**config.mk**
```make
export PLATFORM = sky130hd
export DESIGN_NAME = ir_adc_ctrl
export DESIGN_NICKNAME = d
export VERILOG_FILES = /design/src/ir_adc_pkg.sv /design/src/ir_adc_ctrl.sv
export SDC_FILE = /design/constraint.sdc
export NUM_CORES = 1
export LEC_CHECK = 0
export BUFFER_PORTS_ARGS = -buffer_cell sky130_fd_sc_hd__buf_2
export CAP_MARGIN = 20
export CORE_MARGIN = 1.5
export CORE_UTILIZATION = 50
export CTS_BUF_LIST = sky130_fd_sc_hd__clkbuf_4 sky130_fd_sc_hd__clkbuf_8 sky130_fd_sc_hd__clkbuf_16
export DETAILED_ROUTE_END_ITERATION = 8
export PLACE_DENSITY = 0.87
export SLEW_MARGIN = 20
export SYNTH_ARGS = -nofsm -noshare
export SYNTH_HDL_FRONTEND = slang
export SYNTH_SLANG_ARGS = --single-unit
```
**constraint.sdc**
```tcl
create_clock -name pclk -period 12.6 [get_ports pclk]
set_input_delay 0.63 -clock pclk [delete_from_list [all_inputs] [get_ports pclk]]
set_output_delay 0.63 -clock pclk [all_outputs]
set_load 0.1 [all_outputs]
```
**src/ir_adc_pkg.sv**
```systemverilog
package ir_adc_pkg;
    // register indices; byte address is four times the index
    localparam logic [7:0] IDX_RECOVERY = 8'h1d;
    localparam logic [7:0] IDX_SCALE = 8'h1e;
    localparam logic [7:0] IDX_RANGE = 8'h1f;
    localparam logic [7:0] IDX_STATUS = 8'h20;
    localparam logic [7:0] ADDR_RECOVERY = {IDX_RECOVERY[5:0], 2'b00};
    localparam logic [7:0] ADDR_SCALE = {IDX_SCALE[5:0], 2'b00};
    localparam logic [7:0] ADDR_RANGE = {IDX_RANGE[5:0], 2'b00};
    localparam logic [7:0] ADDR_STATUS = {IDX_STATUS[5:0], 2'b00};
    // field layout
    localparam int SCALE_LSB = 0;
    localparam int SCALE_W = 3;
    localparam int RANGE_BIT = 5;
    localparam int RESV_W = 5;
    localparam int RECOVERY_LSB = 4;
    localparam int STATUS_BUSY_BIT = 0;
    localparam int STATUS_FEAT_BIT = 1;
    localparam int STATUS_LOWPWR_BIT = 2;
    // reset values
    localparam logic [2:0] SCALE_RST = 3'h0;
    localparam logic RANGE_RST = 1'b0;
    localparam logic [4:0] RESV_RST = 5'h00;
    localparam logic [2:0] RECOVERY_RST = 3'h7;
    // largest division factor, reached at scale code 7
    localparam int MAX_FACTOR = 128;
    // high range cuts gain by this figure divided by ten
    localparam int HIGH_RANGE_GAIN_CUT_X10 = 145;
    // arbitrary neutral value, not tied to any real sequencer
    localparam logic [7:0] MIN_SEQ_REV_DEFAULT = 8'h10;
    localparam logic [9:0] CONV_TICKS_DEFAULT = 10'h040;
    // cycles after reset release before the pin level is caught
    localparam logic [1:0] POWERUP_SETTLE = 2'h3;
    typedef enum logic [1:0] {ST_IDLE, ST_RECOVER, ST_CONVERT} conv_state_type;
endpackage

```
**src/ir_adc_ctrl.sv**
```systemverilog
`timescale 1ns/100ps

// Function
// ADC clock for IR ambient divided by two to the 3-bit scale, max 128.
// Scale 0 undivided, 4 divides by 16, 6 divides by 64.
// Bit 5 of range control selects high range, gain cut by 14.5.
// Host preserves reserved bits 4:0 by read-modify-write.
// Interrupt line held high during power-up enables low-power operation.
// Scale and range honoured only at or above minimum sequencer revision.
// Host programs recovery period as inverse of scale value.
// New scale or range applies at next conversion start, never midway.
module ir_adc_ctrl
    import ir_adc_pkg::*;
#(
    parameter logic [7:0] MIN_SEQ_REV = MIN_SEQ_REV_DEFAULT,
    parameter logic [9:0] CONV_TICKS = CONV_TICKS_DEFAULT
)
(
    // clock and reset
    input wire logic pclk,
    input wire logic presetn,
    // apb slave
    input wire logic [7:0] paddr,
    input wire logic psel,
    input wire logic penable,
    input wire logic pwrite,
    input wire logic [31:0] pwdata,
    output logic [31:0] prdata,
    output logic pready,
    output logic pslverr,
    // sequencer side
    input wire logic [7:0] seq_revision,
    input wire logic conv_start,
    output logic adc_clk_en,
    output logic conv_busy,
    output logic conv_done,
    output logic [2:0] scale_active,
    output logic high_range_active,
    output logic low_power_en,
    // open-drain interrupt pin
    input wire logic int_in,
    output logic int_out,
    output logic int_oe_n
);
    // register state
    logic [2:0] scale_q;
    logic range_q;
    logic [4:0] resv_q;
    logic [2:0] recovery_q;
    logic [31:0] prdata_q;
    logic pready_q;
    logic pslverr_q;
    // conversion state
    conv_state_type state_q;
    logic [6:0] div_cnt_q;
    logic [9:0] tick_cnt_q;
    logic [2:0] scale_act_q;
    logic range_act_q;
    logic [2:0] rec_act_q;
    logic tick_q;
    logic done_q;
    logic busy_q;
    // pin and power-up
    logic int_s1_q, int_s2_q, int_s3_q;
    logic [1:0] pu_cnt_q;
    logic pu_done_q;
    logic low_power_q;

    // bus decode
    wire access = psel && penable;
    wire bus_ready = access && pready_q;
    wire bus_wr = bus_ready && pwrite;
    wire sel_rec = (paddr == ADDR_RECOVERY);
    wire sel_scale = (paddr == ADDR_SCALE);
    wire sel_range = (paddr == ADDR_RANGE);
    wire sel_status = (paddr == ADDR_STATUS);
    wire mapped = sel_rec || sel_scale || sel_range || sel_status;
    wire feat_ok = (seq_revision >= MIN_SEQ_REV);
    wire busy = (state_q != ST_IDLE);

    logic [31:0] rd_mux;
    always_comb
    begin
        rd_mux = 32'h0000_0000;
        if (sel_rec)
            rd_mux[RECOVERY_LSB +: 3] = recovery_q;
        else if (sel_scale)
            rd_mux[SCALE_LSB +: SCALE_W] = scale_q;
        else if (sel_range)
        begin
            rd_mux[RANGE_BIT] = range_q;
            rd_mux[RESV_W-1:0] = resv_q;
        end
        else if (sel_status)
        begin
            rd_mux[STATUS_BUSY_BIT] = busy;
            rd_mux[STATUS_FEAT_BIT] = feat_ok;
            rd_mux[STATUS_LOWPWR_BIT] = low_power_q;
        end
    end

    // one wait state per access keeps every bus output registered
    always_ff @(posedge pclk or negedge presetn)
    begin
        if (!presetn)
        begin
            pready_q <= 1'b0;
            prdata_q <= 32'h0000_0000;
            pslverr_q <= 1'b0;
        end
        else
        begin
            pready_q <= access && !pready_q;
            prdata_q <= (access && !pready_q && !pwrite) ? rd_mux : 32'h0000_0000;
            pslverr_q <= access && !pready_q && !mapped;
        end
    end

    always_ff @(posedge pclk or negedge presetn)
    begin
        if (!presetn)
        begin
            scale_q <= SCALE_RST;
            range_q <= RANGE_RST;
            resv_q <= RESV_RST;
            recovery_q <= RECOVERY_RST;
        end
        else if (bus_wr)
        begin
            if (sel_rec)
                recovery_q <= pwdata[RECOVERY_LSB +: 3];
            if (sel_scale)
                scale_q <= pwdata[SCALE_LSB +: SCALE_W];
            if (sel_range)
            begin
                range_q <= pwdata[RANGE_BIT];
                // stored as written so a read-modify-write returns it intact
                resv_q <= pwdata[RESV_W-1:0];
            end
        end
    end

    // adc clock prescaler: one tick every 2^scale cycles
    wire [7:0] factor = 8'h01 << scale_act_q;
    wire [6:0] div_top = 7'(factor - 8'h01);
    wire div_last = busy && (div_cnt_q == div_top);
    // recovery length in adc ticks: 1, then 2^(code+2)-1
    wire [10:0] rec_pow = 11'h001 << ({1'b0, rec_act_q} + 4'h2);
    wire [9:0] rec_ticks = (rec_act_q == 3'h0) ? 10'h001 : 10'(rec_pow - 11'h001);
    wire rec_end = div_last && (tick_cnt_q == rec_ticks - 10'h001);
    wire conv_end = div_last && (tick_cnt_q == CONV_TICKS - 10'h001);

    always_ff @(posedge pclk or negedge presetn)
    begin
        if (!presetn)
            div_cnt_q <= 7'h00;
        else if (!busy || div_last)
            div_cnt_q <= 7'h00;
        else
            div_cnt_q <= div_cnt_q + 7'h01;
    end

    always_ff @(posedge pclk or negedge presetn)
    begin
        if (!presetn)
        begin
            state_q <= ST_IDLE;
            tick_cnt_q <= 10'h000;
            scale_act_q <= SCALE_RST;
            range_act_q <= RANGE_RST;
            rec_act_q <= RECOVERY_RST;
            done_q <= 1'b0;
            busy_q <= 1'b0;
        end
        else
        begin
            done_q <= 1'b0;
            case (state_q)
                ST_IDLE:
                begin
                    tick_cnt_q <= 10'h000;
                    if (conv_start)
                    begin
                        // settings latched only here, held for the whole conversion
                        scale_act_q <= feat_ok ? scale_q : SCALE_RST;
                        range_act_q <= feat_ok ? range_q : RANGE_RST;
                        rec_act_q <= feat_ok ? recovery_q : 3'h0;
                        busy_q <= 1'b1;
                        state_q <= ST_RECOVER;
                    end
                end
                ST_RECOVER:
                begin
                    if (rec_end)
                    begin
                        tick_cnt_q <= 10'h000;
                        state_q <= ST_CONVERT;
                    end
                    else if (div_last)
                        tick_cnt_q <= tick_cnt_q + 10'h001;
                end
                ST_CONVERT:
                begin
                    if (conv_end)
                    begin
                        done_q <= 1'b1;
                        busy_q <= 1'b0;
                        state_q <= ST_IDLE;
                    end
                    else if (div_last)
                        tick_cnt_q <= tick_cnt_q + 10'h001;
                end
                default:
                    state_q <= ST_IDLE;
            endcase
        end
    end

    always_ff @(posedge pclk or negedge presetn)
    begin
        if (!presetn)
            tick_q <= 1'b0;
        else
            tick_q <= div_last;
    end

    // pin sync and power-up level capture; the device never pulls the pin
    always_ff @(posedge pclk or negedge presetn)
    begin
        if (!presetn)
        begin
            int_s1_q <= 1'b0;
            int_s2_q <= 1'b0;
            int_s3_q <= 1'b0;
            pu_cnt_q <= 2'h0;
            pu_done_q <= 1'b0;
            low_power_q <= 1'b0;
        end
        else
        begin
            int_s1_q <= int_in;
            int_s2_q <= int_s1_q;
            int_s3_q <= int_s2_q;
            if (pu_cnt_q != POWERUP_SETTLE)
                pu_cnt_q <= pu_cnt_q + 2'h1;
            else if (!pu_done_q && (int_s2_q == int_s3_q))
            begin
                pu_done_q <= 1'b1;
                low_power_q <= int_s3_q;
            end
        end
    end

    assign prdata = prdata_q;
    assign pready = pready_q;
    assign pslverr = pslverr_q;
    assign adc_clk_en = tick_q;
    assign conv_busy = busy_q;
    assign conv_done = done_q;
    assign scale_active = scale_act_q;
    assign high_range_active = range_act_q;
    assign low_power_en = low_power_q;
    assign int_out = 1'b0;
    assign int_oe_n = 1'b1;

    // helper: cycles since last adc tick within one conversion
    logic [7:0] gap_q;
    logic seen_q;
    always_ff @(posedge pclk or negedge presetn)
    begin
        if (!presetn)
        begin
            gap_q <= 8'h00;
            seen_q <= 1'b0;
        end
        else if (!busy)
        begin
            gap_q <= 8'h00;
            seen_q <= 1'b0;
        end
        else
        begin
            gap_q <= tick_q ? 8'h01 : gap_q + 8'h01;
            seen_q <= seen_q || tick_q;
        end
    end

    property p_tick_spacing;
        @(posedge pclk) disable iff (!presetn)
        (tick_q && seen_q && busy) |-> (gap_q == factor);
    endproperty
    a_tick_spacing: assert property (p_tick_spacing) else $error("adc tick spacing wrong");
    property p_max_factor;
        @(posedge pclk) disable iff (!presetn)
        (tick_q && seen_q && busy && scale_act_q == 3'h7) |-> (gap_q == 8'(MAX_FACTOR));
    endproperty
    a_max_factor: assert property (p_max_factor) else $error("scale 7 not divide by 128");
    property p_div16;
        @(posedge pclk) disable iff (!presetn)
        (tick_q && seen_q && busy && scale_act_q == 3'h4) |-> (gap_q == 8'h10);
    endproperty
    a_div16: assert property (p_div16) else $error("scale 4 not divide by 16");
    property p_undivided;
        @(posedge pclk) disable iff (!presetn)
        (state_q == ST_CONVERT && scale_act_q == 3'h0 && !conv_end) |=> tick_q;
    endproperty
    a_undivided: assert property (p_undivided) else $error("scale 0 not undivided");
    property p_range_latch;
        @(posedge pclk) disable iff (!presetn)
        (state_q == ST_IDLE && conv_start && feat_ok) |=> (high_range_active == $past(range_q));
    endproperty
    a_range_latch: assert property (p_range_latch) else $error("range not taken at start");

    property p_old_seq;
        @(posedge pclk) disable iff (!presetn)
        (state_q == ST_IDLE && conv_start && !feat_ok)
            |=> (scale_active == 3'h0 && !high_range_active);
    endproperty
    a_old_seq: assert property (p_old_seq) else $error("settings honoured on old sequencer");

    property p_hold_settings;
        @(posedge pclk) disable iff (!presetn)
        (busy && $past(busy)) |-> ($stable(scale_act_q) && $stable(range_act_q));
    endproperty
    a_hold_settings: assert property (p_hold_settings) else $error("settings changed midway");

    property p_done_idle;
        @(posedge pclk) disable iff (!presetn)
        conv_done |-> (state_q == ST_IDLE) ##1 !conv_done;
    endproperty
    a_done_idle: assert property (p_done_idle) else $error("done not a single idle pulse");

    c_high_range: cover property (@(posedge pclk) disable iff (!presetn)
        conv_done && high_range_active);
    c_max_scale: cover property (@(posedge pclk) disable iff (!presetn)
        conv_done && scale_active == 3'h7);
    c_restart: cover property (@(posedge pclk) disable iff (!presetn)
        conv_done ##1 (conv_start && state_q == ST_IDLE));
endmodule

```
==> impl_metrics.py <==
metrics = {
    "outcome": {
        "outcome": "complete, no violations",
    },
    "routing": {
        "ant_nets": 0,
        "routed_wl_mm": 7.521,
        "via_count": 2884,
        "vias_per_cell": 5.600,
        "drt_iter0_drc": 191,
        "first_pass_iters": 4,
        "drt-wirelength-per-cell_um": 14.60,
        "drc": 0,
    },
    "yosys": {
        "seq_area_frac_synth_pct": 39.01,
        "yosysWarnings": 0,
        "synth_area_mm2": 0.003676,
        "ys.flop_type": "dfrtp_1",
        "synthCells": 376,
        "syn_area_per_cell_um2": 9.777,
        "synth_cell_types": 69,
        "ys_ff_latch": 57,
        "ys_async_sr_fraction_pct": 100.0,
        "synth_edf_count": 0,
    },
    "setup_path": {
        "ff2ff_setup_slack_ps": 8000,
        "crit_required_ps": 12850,
        "arrival_ps": 4850,
        "endpoint_kind": "register",
        "rr_startpoint": "rec_act_q[1]",
        "reg2reg_to": "tick_cnt_q[5]",
        "worstPathMaxFanout": 13,
        "crit_type": "register to register",
        "slowest_delay_ps": 730,
        "reg2reg_depth": 14,
        "critPathSlowestCell": "dfstp_2",
        "path_cells": "inv_1 > ha_1 > nor4_1 > inv_1 > ha_1 > nor2_1 > nor3_1 > a311oi_1 > a21oi_1 > a311o_1 > a31oi_2 > nor3_2 > a211o_4 > o31ai_2",
        "start_kind": "register",
    },
    "floorplanning": {
        "dieArea_mm2": 0.007876,
        "die_w_um": 88.75,
        "die_h_um": 88.75,
        "num_rows": 31,
        "io_pins": 99,
        "floorplan.initialDensity_pct": 51.23,
        "core-area_mm2": 0.007176,
    },
    "clock_network": {
        "cts_tree": "built",
        "cts_hold_buf": 0,
        "htree_num_levels": 3,
        "clk_latency_ps": 350,
        "cts_made_buffers": 9,
        "clk_pin_slew_worst_paths_ps": 80,
        "root_buffer": "clkbuf_8",
        "cts_resized": 0,
        "post_cts_buffers": 0,
        "cts_sinks": 57,
        "cts.path.max_buffers": 2,
    },
    "cells_and_area": {
        "num-nets-final": 481,
        "seqCellArea_mm2": 0.001434,
        "layout-drive-gt1-share_pct": 23.08,
        "multi_input_area_mm2": 0.001989,
        "layoutNonFillerInstCount": 515,
        "fillers": 619,
        "diodes": 0,
        "area_growth_pct": 9.633,
        "fin_util_pct": 56.16,
    },
    "power_and_ir_drop": {
        "total_power_uw": 569.8,
        "total_leakage_power_nw": 1.825,
        "irDropWorstVdd_mv": 0.07990,
        "p_per_area_mw_per_mm2": 141.4,
    },
    "placed_design": {
        "gp_congestion": 0.8904,
        "post-dp-hpwl_mm": 5.259,
        "port_buffers": 42,
        "dp.cells": 499,
    },
    "global_route": {
        "grt_pass1_wl_mm": 12.72,
        "grt_max_degree": 58,
        "grt_overflow_total": 0,
        "grt_pass1_vias": 2756,
        "antenna_found_initial": 0,
        "grt_use_total_pct": 20.93,
    },
    "timing": {
        "hold_slack_ps": 352.7,
        "hold_viol": 0,
        "relSlewSlack_pct": 53.22,
        "fin_crit_ps": 4603,
        "rsz0062_at_grt": "false",
        "setup_tns_ps": 0,
        "drv_slew": 0,
        "fmax_mhz": 217.3,
        "setup_violations": 0,
        "skew_ps": 15.64,
        "period_share_pct": 36.53,
        "worstMarginPinSlew_ps": 701.7,
    },
    "hold_path": {
        "min_to": "int_s2_q",
        "whs_path_depth": 0,
        "hold_class": "register to register",
        "worstHoldStart": "int_s1_q",
    },
    "flow_run": {
        "drv_cap": 0,
    },
}
-- where the power goes --
group / switching, mW / total, mW / internal [mW]
Sequential: 0.00524 / 0.195 / 0.190
Clock: 0.0821 / 0.179 / 0.0969
Combinational: 0.143 / 0.195 / 0.0528
-- area by class of cell --
type,instances,share of cell area [%]
Tap cell,99,3.074
Inverter,16,1.490
Timing Repair Buffer,43,5.402
Clock buffer,10,3.415
Sequential cell,57,35.58
Clock inverter,6,1.676
Multi-Input combinational cell,284,49.36
-- critical path: cells and delay by family, from the launching register on --
kind / cells / cell delay, ps
AO/OA/AOI/OAI: 6 / 1650
buffers and inverters: 2 / 310
flip-flops: 1 / 730
AND/OR/NAND/NOR: 4 / 1060
adder cells (fa/ha/maj): 2 / 740
-- layer usage --
layer | vias to the layer above | wire length [um] | global-route usage [%]
met5 | - | 0 | 0
met4 | 0 | 99 | 8.807
met3 | 11 | 406 | 5.037
met2 | 99 | 3662 | 34.50
met1 | 1401 | 3352 | 26.30
li1 | 1373 | - | -
-- registers in the layout, indices dropped and copies added, names as in the netlist --
register           flops
adc_clk_en             1
conv_busy              1
conv_done              1
div_cnt_q              7
high_range_active      1
int_s1_q               1
int_s2_q               1
int_s3_q               1
low_power_en           1
prdata                 7
pready                 1
pslverr                1
pu_cnt_q               2
pu_done_q              1
range_q                1
rec_act_q              3
recovery_q             3
resv_q                 5
scale_active           3
scale_q                3
state_q                2
tick_cnt_q            10
-- synth_stat cells (all sizes together) (3+ instances only) --
master	count	area [um2]
mux2	13	146.4
o31ai	10	95.09
nand4	10	62.56
nand2b	3	18.77
dfrtp	51	1276
a22oi	3	22.52
or2	3	18.77
o21ai	12	60.06
mux2i	5	50.05
o211ai	6	45.04
a21o	5	37.54
nor3b	3	22.52
ha	15	187.7
clkbuf	9	33.78
dfstp	6	157.7
nand3	17	85.08
buf	35	257.8
a21oi	8	40.04
nor3	9	50.05
a22o	7	61.31
nor2	26	105.1
nor4	5	31.28
nand2	23	86.33
inv	16	60.05
a31oi	4	31.28
xnor2	14	122.6
and3	4	25.02
xor2	8	70.07
nor2b	7	51.30
-- kinds of logic after synthesis --
kind of cell	synth area share [%]
other	0.2043
buffers and inverters	9.564
adder cells (fa/ha/maj)	5.106
flip-flops	39.01
multiplexers	5.344
AND/OR/NAND/NOR	17.67
XOR/XNOR	5.242
AO/OA/AOI/OAI	17.87
-- placed cells by master (no fill, tap or decap), types with 6 or more instances in the layout --
master and n:
dfrtp_1 51, buf_2 42, conb_1 27, nor2_1 25, nand2_1 23, nand3_1 17
inv_1 15, ha_1 15, xnor2_1 14, mux2_2 13, o21ai_0 12, nand4_1 10
clkbuf_8 10, a21oi_1 8, xor2_1 8, nor3_1 8, a22o_1 7, nor2b_1 6
o211ai_1 6, dfstp_2 6
-- worst max path at each step --
| stage | start | endpoint | cells past startpoint |
|---|---|---|---|
| floorplan | rec_act_q[1] | tick_cnt_q[3] | 17 |
| global placement | rec_act_q[1] | tick_cnt_q[3] | 14 |
| detailed placement | rec_act_q[1] | tick_cnt_q[3] | 14 |
| CTS | rec_act_q[1] | tick_cnt_q[5] | 14 |
| global route | rec_act_q[1] | tick_cnt_q[4] | 14 |
| finish | rec_act_q[1] | tick_cnt_q[5] | 14 |
-- metrics by stage --
stage	cell area (um2)	setup WS, ps
6_report	4030	7997
2_1_floorplan	3770	8570
4_1_cts	4025	8036
3_5_place_dp	3820	8086
3_3_place_gp	3820	8211
5_1_grt	4030	7658
No activity file was read; power rests on OpenSTA's default activity.
